--- src/core/qec_cfg.svh ---
// register map, field positions and reset values of the quadrature event counter
`ifndef QEC_CFG_SVH
`define QEC_CFG_SVH

// ==========================================================
// register byte offsets
`define QEC_OFS_RUN 5'h00
`define QEC_OFS_MODE 5'h04
`define QEC_OFS_CNT2 5'h10
`define QEC_OFS_CNT3 5'h14
`define QEC_OFS_CNT4 5'h18

// ==========================================================
// field positions of the mode register
`define QEC_MODE_FREE_LSB 0
`define QEC_MODE_X4SEL_BIT 3
`define QEC_MODE_IDXEN_BIT 4
`define QEC_MODE_IDXPOL_BIT 5

// ==========================================================
// widths, reset values and count limits
`define QEC_NUM_CH 3
`define QEC_CNT_W 16
`define QEC_RUN_RST 3'h0
`define QEC_MODE_RST 6'h00
`define QEC_CNT_RST 16'h0000
`define QEC_CNT_MAX 16'hFFFF
`define QEC_CNT_MIN 16'h0000

`endif

--- src/core/qec_pkg.sv ---
// types shared by the quadrature event counter
package qec_pkg;
	typedef logic [31:0] qec_word_t;
	typedef logic [4:0] qec_addr_t;
	typedef logic [15:0] qec_count_t;
	typedef enum logic {QEC_DOWN, QEC_UP} qec_dir_e;
endpackage

--- src/core/qec_top.sv ---
// quadrature event counter for channels 2 to 4 with an Avalon-MM register slave
// Operation
// - count source is each channel's phase pair only
// - direction comes from phase relation, not software
// - reload on wrap, or free-run without reload
// - period FFFFh-n+1 up, n+1 down
// - writing run bit 1 starts counting
// - writing run bit 0 halts counting
// - overflow or underflow raises interrupt request
// - reading count register returns current count
// - write before first edge loads reload and counter
// - write while counting loads reload only
// - normal on channels 2,3; x4 on 3,4
// - normal: A high, B rise up, fall down
// - x4: B rises with A high, count up
// - x4: B falls with A high, count down
// - channel 3 index pulse clears count to zero
// - channel 3 selectable; 2 normal, 4 x4 fixed
// - index clear needs zero write, enable, free x4
// - index clear happens at next count timing
//
// Added by the designer: the address map and the Avalon-MM slave port.
`timescale 1ns/1ns
`include "qec_cfg.svh"

module qec_top (
	input wire logic clk_sys, // 10 MHz system clock
	input wire logic rst_n, // synchronous reset, low active
	input wire qec_pkg::qec_addr_t avsAddress, // byte address
	input wire logic avsRead, // read request
	input wire logic avsWrite, // write request
	input wire qec_pkg::qec_word_t avsWritedata, // write data
	output qec_pkg::qec_word_t avsReaddata, // read data
	output logic avsWaitrequest, // high until the answer
	input wire logic [2:0] phaseAIn, // phase a pins, channels 2..4
	input wire logic [2:0] phaseBIn, // phase b pins, channels 2..4
	input wire logic indexPulseIn, // index pulse pin, channel 3
	output logic [2:0] irqReq // one-cycle request per channel
);
	import qec_pkg::*;

	// ==========================================================
	// input synchronisers and edge history
	logic [6:0] pinRaw;
	logic [6:0] sync1Reg;
	logic [6:0] sync2Reg;
	logic [6:0] prevReg;
	assign pinRaw = {indexPulseIn, phaseAIn, phaseBIn};

	always_ff @(posedge clk_sys) begin
		if (!rst_n) begin
			sync1Reg <= 7'h00;
			sync2Reg <= 7'h00;
			prevReg <= 7'h00;
		end else begin
			sync1Reg <= pinRaw;
			sync2Reg <= sync1Reg;
			prevReg <= sync2Reg;
		end
	end

	// ==========================================================
	// bus slave
	logic waitReg;
	logic accept;
	logic wrHit;
	logic [2:0] runReg;
	logic [5:0] modeReg;
	qec_count_t cntReg [3];
	qec_count_t reloadReg [3];
	logic [2:0] cntWrSel;
	qec_word_t rdMux;

	assign accept = (avsRead | avsWrite) & waitReg;
	assign wrHit = avsWrite & ~waitReg;
	assign cntWrSel[0] = wrHit & (avsAddress == `QEC_OFS_CNT2);
	assign cntWrSel[1] = wrHit & (avsAddress == `QEC_OFS_CNT3);
	assign cntWrSel[2] = wrHit & (avsAddress == `QEC_OFS_CNT4);
	assign avsWaitrequest = waitReg;

	always_comb begin
		rdMux = 32'h00000000;
		unique case (avsAddress)
			`QEC_OFS_RUN: rdMux = {29'h00000000, runReg};
			`QEC_OFS_MODE: rdMux = {26'h0000000, modeReg};
			`QEC_OFS_CNT2: rdMux = {16'h0000, cntReg[0]};
			`QEC_OFS_CNT3: rdMux = {16'h0000, cntReg[1]};
			`QEC_OFS_CNT4: rdMux = {16'h0000, cntReg[2]};
			default: rdMux = 32'h00000000;
		endcase
	end

	// answer one cycle after the request is seen
	always_ff @(posedge clk_sys) begin
		if (!rst_n) begin
			waitReg <= 1'b1;
			avsReaddata <= 32'h00000000;
		end else begin
			waitReg <= ~accept;
			if (accept && avsRead) begin
				avsReaddata <= rdMux;
			end
		end
	end

	always_ff @(posedge clk_sys) begin
		if (!rst_n) begin
			runReg <= `QEC_RUN_RST;
		end else if (wrHit && avsAddress == `QEC_OFS_RUN) begin
			runReg <= avsWritedata[2:0];
		end
	end

	always_ff @(posedge clk_sys) begin
		if (!rst_n) begin
			modeReg <= `QEC_MODE_RST;
		end else if (wrHit && avsAddress == `QEC_OFS_MODE) begin
			modeReg <= avsWritedata[5:0];
		end
	end

	// ==========================================================
	// index pulse handling, channel 3 only
	logic idxEdge;
	logic idxArmedReg;
	logic idxPendReg;
	logic idxActive;
	logic [2:0] countEv;

	assign idxEdge = modeReg[`QEC_MODE_IDXPOL_BIT] ? (sync2Reg[6] & ~prevReg[6])
		: (~sync2Reg[6] & prevReg[6]);
	assign idxActive = idxArmedReg & modeReg[`QEC_MODE_IDXEN_BIT]
		& modeReg[`QEC_MODE_X4SEL_BIT] & modeReg[`QEC_MODE_FREE_LSB + 1];

	always_ff @(posedge clk_sys) begin
		if (!rst_n) begin
			idxArmedReg <= 1'b0;
		end else if (!modeReg[`QEC_MODE_IDXEN_BIT]) begin
			idxArmedReg <= 1'b0;
		end else if (cntWrSel[1]) begin
			idxArmedReg <= (avsWritedata[15:0] == `QEC_CNT_MIN);
		end
	end

	always_ff @(posedge clk_sys) begin
		if (!rst_n) begin
			idxPendReg <= 1'b0;
		end else begin
			idxPendReg <= (idxActive & idxEdge) | (idxPendReg & ~countEv[1] & idxActive);
		end
	end

	// ==========================================================
	// checks of bus slave, synchroniser and index logic
	AST_WAIT_PULSE: assert property (@(posedge clk_sys) disable iff (!rst_n)
		!avsWaitrequest |=> avsWaitrequest)
		else $error("waitrequest low for more than one cycle");
	AST_WAIT_ANSWER: assert property (@(posedge clk_sys) disable iff (!rst_n)
		(avsWaitrequest && (avsRead || avsWrite)) |=> !avsWaitrequest)
		else $error("request not answered after one cycle");
	AST_RD_COUNT: assert property (@(posedge clk_sys) disable iff (!rst_n)
		(accept && avsRead && avsAddress == `QEC_OFS_CNT3)
		|=> avsReaddata == {16'h0000, $past(cntReg[1])})
		else $error("count readback wrong");
	AST_RD_UNMAPPED: assert property (@(posedge clk_sys) disable iff (!rst_n)
		(accept && avsRead && avsAddress[1:0] != 2'h0) |=> avsReaddata == 32'h00000000)
		else $error("unmapped read not zero");
	AST_RUN_WRITE: assert property (@(posedge clk_sys) disable iff (!rst_n)
		(wrHit && avsAddress == `QEC_OFS_RUN) |=> runReg == $past(avsWritedata[2:0]))
		else $error("run bits not written");
	// two edges from pin to decoder
	AST_SYNC_DELAY: assert property (@(posedge clk_sys) disable iff (!rst_n)
		($past(rst_n) && $past(rst_n, 2)) |-> sync2Reg == $past(pinRaw, 2))
		else $error("synchroniser latency wrong");
	AST_IDX_ARM: assert property (@(posedge clk_sys) disable iff (!rst_n)
		!modeReg[`QEC_MODE_IDXEN_BIT] |=> !idxArmedReg)
		else $error("index armed while disabled");
	AST_IDX_IDLE: assert property (@(posedge clk_sys) disable iff (!rst_n)
		!idxActive |=> !idxPendReg)
		else $error("index pending while inactive");
	AST_IDX_PEND: assert property (@(posedge clk_sys) disable iff (!rst_n)
		(idxActive && idxEdge) |=> idxPendReg)
		else $error("index edge not held");

	// ==========================================================
	// per-channel decode and counter
	genvar gi;
	generate
		for (gi = 0; gi < `QEC_NUM_CH; gi++) begin : gCh
			logic aNow;
			logic aOld;
			logic bNow;
			logic bOld;
			logic useX4;
			logic freeRun;
			logic evNorm;
			logic evX4;
			qec_dir_e dir;
			logic wrapUp;
			logic wrapDown;
			logic doClear;
			logic startedReg;

			assign aNow = sync2Reg[3 + gi];
			assign aOld = prevReg[3 + gi];
			assign bNow = sync2Reg[gi];
			assign bOld = prevReg[gi];
			assign useX4 = (gi == 2) | ((gi == 1) & modeReg[`QEC_MODE_X4SEL_BIT]);
			assign freeRun = modeReg[`QEC_MODE_FREE_LSB + gi];
			assign evNorm = aNow & (bNow ^ bOld);
			assign evX4 = (aNow ^ aOld) ^ (bNow ^ bOld);
			assign dir = (useX4 ? (aNow ^ bOld) : bNow) ? QEC_UP : QEC_DOWN;
			assign countEv[gi] = runReg[gi] & (useX4 ? evX4 : evNorm);
			assign wrapUp = (dir == QEC_UP) & (cntReg[gi] == `QEC_CNT_MAX);
			assign wrapDown = (dir == QEC_DOWN) & (cntReg[gi] == `QEC_CNT_MIN);
			assign doClear = (gi == 1) & idxPendReg & idxActive;

			// first count edge after start
			always_ff @(posedge clk_sys) begin
				if (!rst_n || !runReg[gi]) begin
					startedReg <= 1'b0;
				end else if (countEv[gi]) begin
					startedReg <= 1'b1;
				end
			end

			always_ff @(posedge clk_sys) begin
				if (!rst_n) begin
					reloadReg[gi] <= `QEC_CNT_RST;
				end else if (cntWrSel[gi]) begin
					reloadReg[gi] <= avsWritedata[15:0];
				end
			end

			always_ff @(posedge clk_sys) begin
				if (!rst_n) begin
					cntReg[gi] <= `QEC_CNT_RST;
				end else if (cntWrSel[gi] && !startedReg) begin
					cntReg[gi] <= avsWritedata[15:0];
				end else if (countEv[gi]) begin
					if (doClear) begin
						cntReg[gi] <= `QEC_CNT_MIN;
					end else if (wrapUp || wrapDown) begin
						cntReg[gi] <= freeRun ? (cntReg[gi] + (wrapUp ? 16'h0001 : 16'hFFFF))
							: reloadReg[gi];
					end else begin
						cntReg[gi] <= cntReg[gi] + ((dir == QEC_UP) ? 16'h0001 : 16'hFFFF);
					end
				end
			end

			always_ff @(posedge clk_sys) begin
				if (!rst_n) begin
					irqReq[gi] <= 1'b0;
				end else begin
					irqReq[gi] <= countEv[gi] & ~doClear & (wrapUp | wrapDown);
				end
			end

			// ==========================================================
			// checks
			AST_STOP_HOLD: assert property (@(posedge clk_sys) disable iff (!rst_n)
				(!runReg[gi] && !cntWrSel[gi]) |=> $stable(cntReg[gi]))
				else $error("count moved while stopped");
			AST_IRQ_WRAP: assert property (@(posedge clk_sys) disable iff (!rst_n)
				(countEv[gi] && !doClear && (wrapUp || wrapDown) && !(cntWrSel[gi] && !startedReg))
				|=> irqReq[gi])
				else $error("wrap without interrupt request");
			AST_RELOAD: assert property (@(posedge clk_sys) disable iff (!rst_n)
				(countEv[gi] && !doClear && !freeRun && (wrapUp || wrapDown)
				&& !(cntWrSel[gi] && !startedReg)) |=> cntReg[gi] == $past(reloadReg[gi]))
				else $error("reload value not loaded");
			AST_FREE_WRAP: assert property (@(posedge clk_sys) disable iff (!rst_n)
				(countEv[gi] && !doClear && freeRun && wrapUp && !(cntWrSel[gi] && !startedReg))
				|=> cntReg[gi] == `QEC_CNT_MIN)
				else $error("free-run overflow not at zero");
			AST_STEP_UP: assert property (@(posedge clk_sys) disable iff (!rst_n)
				(countEv[gi] && !doClear && dir == QEC_UP && !wrapUp && !cntWrSel[gi])
				|=> cntReg[gi] == $past(cntReg[gi]) + 16'h0001)
				else $error("up step missing");
			AST_WR_IDLE: assert property (@(posedge clk_sys) disable iff (!rst_n)
				(cntWrSel[gi] && !startedReg) |=> (cntReg[gi] == $past(avsWritedata[15:0])
				&& reloadReg[gi] == $past(avsWritedata[15:0])))
				else $error("idle write did not load both");
			AST_WR_RUN: assert property (@(posedge clk_sys) disable iff (!rst_n)
				(cntWrSel[gi] && startedReg && !countEv[gi]) |=> ($stable(cntReg[gi])
				&& reloadReg[gi] == $past(avsWritedata[15:0])))
				else $error("running write touched counter");
			AST_NORM_GATE: assert property (@(posedge clk_sys) disable iff (!rst_n)
				(countEv[gi] && !useX4) |-> (aNow && bNow != bOld))
				else $error("normal count without a high");
			AST_IDX_CLEAR: assert property (@(posedge clk_sys) disable iff (!rst_n)
				(doClear && countEv[gi] && !cntWrSel[gi]) |=> cntReg[gi] == `QEC_CNT_MIN)
				else $error("index clear missed");
			AST_NORM_HOLD: assert property (@(posedge clk_sys) disable iff (!rst_n)
				(!useX4 && !aNow && !cntWrSel[gi]) |=> $stable(cntReg[gi]))
				else $error("normal count moved with a low");
			AST_NORM_DOWN: assert property (@(posedge clk_sys) disable iff (!rst_n)
				(countEv[gi] && !useX4 && !bNow && !wrapDown && !cntWrSel[gi])
				|=> cntReg[gi] == $past(cntReg[gi]) - 16'h0001)
				else $error("normal falling edge did not count down");
			AST_STEP_DOWN: assert property (@(posedge clk_sys) disable iff (!rst_n)
				(countEv[gi] && !doClear && dir == QEC_DOWN && !wrapDown && !cntWrSel[gi])
				|=> cntReg[gi] == $past(cntReg[gi]) - 16'h0001)
				else $error("down step missing");
			AST_X4_DOUBLE: assert property (@(posedge clk_sys) disable iff (!rst_n)
				(useX4 && aNow != aOld && bNow != bOld && !cntWrSel[gi]) |=> $stable(cntReg[gi]))
				else $error("double phase change counted");
			AST_FREE_UNDER: assert property (@(posedge clk_sys) disable iff (!rst_n)
				(countEv[gi] && !doClear && freeRun && wrapDown && !(cntWrSel[gi] && !startedReg))
				|=> cntReg[gi] == `QEC_CNT_MAX)
				else $error("free-run underflow not at maximum");
			AST_IRQ_QUIET: assert property (@(posedge clk_sys) disable iff (!rst_n)
				!(countEv[gi] && (wrapUp || wrapDown)) |=> !irqReq[gi])
				else $error("interrupt request without wrap");
			AST_CLEAR_NOIRQ: assert property (@(posedge clk_sys) disable iff (!rst_n)
				(doClear && countEv[gi]) |=> !irqReq[gi])
				else $error("index clear raised interrupt request");
			AST_STARTED: assert property (@(posedge clk_sys) disable iff (!rst_n)
				countEv[gi] |=> startedReg)
				else $error("first count edge not recorded");
			AST_RUN_STOP: assert property (@(posedge clk_sys) disable iff (!rst_n)
				!runReg[gi] |=> !startedReg)
				else $error("stopped channel still marked started");
			AST_RELOAD_WR: assert property (@(posedge clk_sys) disable iff (!rst_n)
				cntWrSel[gi] |=> reloadReg[gi] == $past(avsWritedata[15:0]))
				else $error("reload not written");
		end
	endgenerate

endmodule // qec_top

--- config.mk ---
export PLATFORM = sky130hd
export DESIGN_NAME = qec_top
export DESIGN_NICKNAME = d
export VERILOG_FILES = /design/src/core/qec_pkg.sv /design/src/core/qec_top.sv
export VERILOG_INCLUDE_DIRS = /design/src /design/src/core
export SDC_FILE = /design/constraint.sdc
export NUM_CORES = 1
export LEC_CHECK = 0
export BUFFER_PORTS_ARGS = -buffer_cell sky130_fd_sc_hd__buf_2
export CORE_UTILIZATION = 38
export CTS_BUF_LIST = sky130_fd_sc_hd__clkbuf_16
export CTS_CLUSTER_DIAMETER = 30
export DETAILED_ROUTE_END_ITERATION = 7
export GPL_TIMING_DRIVEN = 0
export PLACE_DENSITY = 0.58
export RECOVER_POWER = 50
export SLEW_MARGIN = 15
export SYNTH_ARGS = -nofsm -noshare
export SYNTH_HDL_FRONTEND = slang
export SYNTH_SLANG_ARGS = --single-unit
--- constraint.sdc ---
create_clock -name clk_sys -period 3.7 [get_ports clk_sys]
set_clock_uncertainty 0.05 [all_clocks]
set_input_delay 0.74 -clock clk_sys [delete_from_list [all_inputs] [get_ports clk_sys]]
set_output_delay 0.74 -clock clk_sys [all_outputs]
set_load 0.02 [all_outputs]
# Word-level counts from Yosys, hierarchy flattened
# Memory sizes are Yosys's and may differ from the RTL's.
# Cells that the tools add are included.
# totals
regBits	71
ramBits	96
input_bits	48
out_inout_bits	36
elab_cells	205
memories	2
# classes
n_addsub	6
n_eq_ne	7
n_mux	85
n_bitwise	65
n_reduce_logical	25
# memory_table
memory	depth	width	read_ports	rd_ports_with_merged_regs	wr	line	rtl
cntReg	3	16	3	0	3	qec_top.sv:69	qec_count_t cntReg [3];
reloadReg	3	16	3	0	3	qec_top.sv:70	qec_count_t reloadReg [3];
# ops
operator	n
16-bit 2-to-1 mux	22
16-bit adder	6
16-bit one-hot mux with 5 select lines	1
16-bit zero test	4
1-bit 2-to-1 mux	62
16-bit equality test, second input constant	3
1-bit AND	29
1-bit bitwise OR	18
5-bit equality test, second input constant	3
1-bit NOT	9
1-bit bitwise XOR	9
1-bit zero test	7
1-bit logical AND	6
1-bit logical OR	6
5-bit by 3-bit equality test with 1-bit output, second input constant	1
5-bit zero test	1
2-bit AND reduction	1

# Depth between registers and ports, before layout
# depth
ltp_word	14
mapped_depth	14
ltp_nobuf	13

# Least setup slack after synthesis
# No wires, ideal clock.
# synth_path
path_kind	reg2reg
from	reg sync2Reg[5]
to	mem cntReg[2][15] (netlist bit), data pin
setup_time_ns	0.262
arrival_time_ns	3.720
required_time_ns	3.388
slack_ns	-0.332
path_stages_with_launch	14
n_path_buf	0
synth_period_minus_slack_ns	4.032
path_cell_list	dfxtp_1 -> xor2_1 -> inv_1 -> nor3_1 -> nand4_1 -> ha_1 -> a211oi_1 -> o21ai_1 -> a2111oi_1 -> nor3_1 -> o31ai_1 -> xor2_1 -> a211o_1 -> nand3_1
# synth_rtl
item	line	rtl
start: declaration	qec_top.sv:46	logic [6:0] sync2Reg;
start signal: assignment	qec_top.sv:57	sync2Reg <= sync1Reg;
end: declaration	qec_top.sv:69	

==> reports/qor.log <==
[layout] FILL cells 2795
[logic_synthesis] most instantiated flip-flop cell in the synthesis netlist sky130_fd_sc_hd__edfxtp_1
[routing] Post-DRT Antenna Nets 0
[flow_run] max cap viols 0
[layout] commonest non-fill, non-tap cells in the layout sky130_fd_sc_hd__nand2_1, sky130_fd_sc_hd__edfxtp_1, sky130_fd_sc_hd__nor2_1
[routing] first-iteration detailed-routing DRC count 1171
[setup_path] data required time of the worst path 3.85 ns
[logic_synthesis] unique cell type count in the Yosys netlist 75
[pwr] ratio of total power to cell area 336 nW/um^2
[global_routing] global routing usage summed across all routing layers 24.2%
[clocking] number of sinks on the clock net 150
[layout] fraction of final layout cells sized beyond drive strength 1 13.4%
[routing] number of vias per cell 5.83
[pwr] Leak 4.95 nW
[timing] RSZ-0062 raised after global routing yes
[worst_hold_path] min-delay worst type flip-flop to flip-flop
[floorplanning] starting density of the core 38.8%
[setup_path] critical-path cell with the highest stage delay sky130_fd_sc_hd__edfxtp_1
[timing] transition at the pin with the smallest max-transition slack 1.10 ns
[layout] area added between synthesis and finish 18.1%
[pwr] maximum resistive drop on vdd 0.281 mV
[setup_path] CP max stage delay 0.53 ns
[layout] final standard cell count with taps included and fillers excluded 1776
[floorplanning] die area 30100 sq um
[run_status] status finished, violations left
[clocking] clock tree from TritonCTS yes
[floorplanning] die extent in x 173 um
[layout] final core utilization 45.9%
[logic_synthesis] sequential element share of the synthesized area 35.5%
[setup_path] Worst setup SP type flip-flop
[clocking] CTS H-tree lvls 4
[floorplanning] Top Ports 84
[logic_synthesis] number of enable flip-flop cells after synthesis 96
[clocking] clock buffer depth 2
[setup_path] critical path type flip-flop to flip-flop
[layout] most common cell after layout, fill and taps aside sky130_fd_sc_hd__nand2_1
[placement] routability congestion estimate from global placement 0.928
[logic_synthesis] warning count from the yosys run 0
[layout] number of nets in the layout 1516
[clocking] CTS Hold Bufs 0
[layout] final cell area excluding filler cells 13200 sq um
[timing] post-route clock period utilization 98.4%
[timing] Setup Viol. Count Final 0
[floorplanning] placement row count 62
[logic_synthesis] flops & latches, synth 150
[placement] HPWL after DPL 26400 um
[logic_synthesis] Avg Cell Area, Syn 9.04 sq um
[global_routing] pin count of the biggest net entering global routing 19
[clocking] number of buffers inserted during clock tree synthesis 17
[routing] DRC violation count after routing 28
[clocking] clock edge transition at the registers on the reported setup and hold paths 0.08 ns
[routing] DRT Wirelength 37000 um
[floorplanning] die span in y 173 um
[global_routing] vias in the first global route 9648
[timing] count of final max-slew check failures 0
[setup_path] maximum fanout encountered on the critical timing path 6
[global_routing] initial antenna violation count 0
[setup_path] kind of capture point of the worst setup path flip-flop
[timing] Max-Slew Margin vs Limit 26.2%
[timing] sum of negative setup slack 0 ns
[timing] highest attainable clock frequency 275 MHz
[logic_synthesis] ys async rst share 0%
[setup_path] arrival time worst endpoint 3.79 ns
[clocking] Skew-Pair Late Insertion Delay 0.44 ns
[routing] DR WL/cell 20.8 um
[setup_path] Critical Path, Cell by Cell nand4_1 -> nor4_2 -> nand2_2 -> buf_4 -> ha_1 -> a21oi_1 -> o221ai_1 -> and2_1 -> a221oi_1 -> xnor2_1 -> mux2i_1 -> nor2_1 -> a221o_1
[timing] crit path time final 3.64 ns
[placement] post-placement cell area 12000 sq um
[placement] DP Cell Count 1683
[routing] number of detailed-route iterations in the first pass 8
[clocking] CTS root buffer sky130_fd_sc_hd__clkbuf_16
[placement] number of input and output port buffers inserted 47
[setup_path] setup slack of the worst register-to-register path 0.06 ns
[global_routing] wire length of the first global-routing pass 55600 um
[logic_synthesis] instance count of the mapped netlist 1236
[floorplanning] core area 28800 sq um
[logic_synthesis] post-synthesis instance area 11200 sq um
[timing] Hold Vio Cnt, Final 0
[routing] DR vias 10.4k
[global_routing] grt ovf 0
[run_status] violated checks DRC
-- layout make-up --
type	count	area, sq um	share of cell area [%]
Multi-Input combinational cell	1012	7050	53.5
Sequential cell	150	3970	30.1
Timing Repair Buffer	109	671	5.08
Tap cell	384	480	3.64
Clock buffer	17	425	3.22
Buffer	63	313	2.37
Clock inverter	15	180	1.37
Inverter	25	100	0.759
Antenna cell	1	2.50	0.0190
-- through the flow --
stage               total power (W)  setup WS, ns  hold slack (ns)
finish                      0.00443        0.0609            0.385
floorplan                   0.00241        0.0147            0.362
global route                0.00458       -0.0857            0.401
detailed placement          0.00262         -1.02            0.369
CTS                         0.00440        0.0167            0.387
global placement            0.00261        -0.974            0.364
-- state kept, by name, indices dropped and copies added (netlist names) --
| register | flops |
|---|---|
| cntReg | 48 |
| reloadReg | 48 |
| avsReaddata | 16 |
| sync1Reg | 7 |
| sync2Reg | 7 |
| modeReg | 6 |
| prevReg | 6 |
| gCh.startedReg | 3 |
| irqReq | 3 |
| runReg | 3 |
| avsWaitrequest | 1 |
| idxArmedReg | 1 |
| idxPendReg | 1 |
-- power breakdown --
part	switching [W]	total (W)	leakage [nW]	internal [W]
logic	0.000451	0.000764	3.23	0.000313
registers	0.0000582	0.00188	1.43	0.00182
clock network	0.000869	0.00178	0.292	0.000915
-- kinds of logic (layout without fill, tap and decap cells) --
family | after synthesis | count (layout) | share of synthesized area [%]
DFF | 150 | 150 | 35.5
other | 1 | 17 | 0.0336
adders and majority gates | 90 | 90 | 10.5
AOI/OAI and AO/OA | 354 | 354 | 21.3
buffers and inverters | 89 | 229 | 3.64
muxes | 29 | 29 | 2.63
and+or+nand+nor | 446 | 446 | 20.5
xor gates and xnor gates | 77 | 77 | 6.03
-- worst paths after layout --
path | cells after the start | endpoint | startpoint
min | 1 | sync2Reg[6]$_SDFF_PN0_ | sync1Reg[6]$_SDFF_PN0_
min reg2reg | 1 | sync2Reg[6]$_SDFF_PN0_ | sync1Reg[6]$_SDFF_PN0_
max | 13 | cntReg[1][14]$_DFFE_PP_ | cntReg[1][13]$_DFFE_PP_
max reg2reg | 13 | cntReg[1][14]$_DFFE_PP_ | cntReg[1][13]$_DFFE_PP_
-- routing by layer --
| layer | share of wire, % | wire length, um | up-vias | GRT usage, % |
|---|---|---|---|---|
| met1 | 46 | 16900 | 4966 | 34.2 |
| met3 | 7.2 | 2670 | 79 | 4.08 |
| met5 | 0.054 | 20 | - | 1.60 |
| met2 | 44 | 16300 | 411 | 36.6 |
| li1 | - | - | 4900 | - |
| met4 | 2.8 | 1040 | 2 | 9.48 |
-- synthesized netlist by cell type, types with 31 or more instances --
master	n	area share, %
sky130_fd_sc_hd__nor2_1	93	3.1
sky130_fd_sc_hd__dfxtp_1	54	9.7
sky130_fd_sc_hd__nand2_1	101	3.4
sky130_fd_sc_hd__ha_1	84	9.4
sky130_fd_sc_hd__and2_1	86	4.8
sky130_fd_sc_hd__a21oi_1	93	4.2
sky130_fd_sc_hd__edfxtp_1	96	26
sky130_fd_sc_hd__xnor2_1	46	3.6
sky130_fd_sc_hd__xor2_1	31	2.4
sky130_fd_sc_hd__o21ai_0	76	3.4
sky130_fd_sc_hd__clkbuf_1	41	1.4
-- critical path, delay by kind of cell, from the launching register on --
family,cells,cell delay [ns]
AOI/OAI and AO/OA,4,1.05
and+or+nand+nor,5,0.98
DFF,1,0.53
adders and majority gates,1,0.32
muxes,1,0.19
buffers and inverters,1,0.16
xor gates and xnor gates,1,0.10
-- timing repair --
| action | 4_1_cts | 5_1_grt |
|---|---|---|
| endpoints found under the setup margin | 39 | 16 |
| buffers inserted | 16 | 44 |
| pin swaps | 2 | 15 |
| gates cloned | 0 | 1 |
| gates resized for setup | 7 | 33 |
Note: power is estimated with default switching activity, not from simulation.
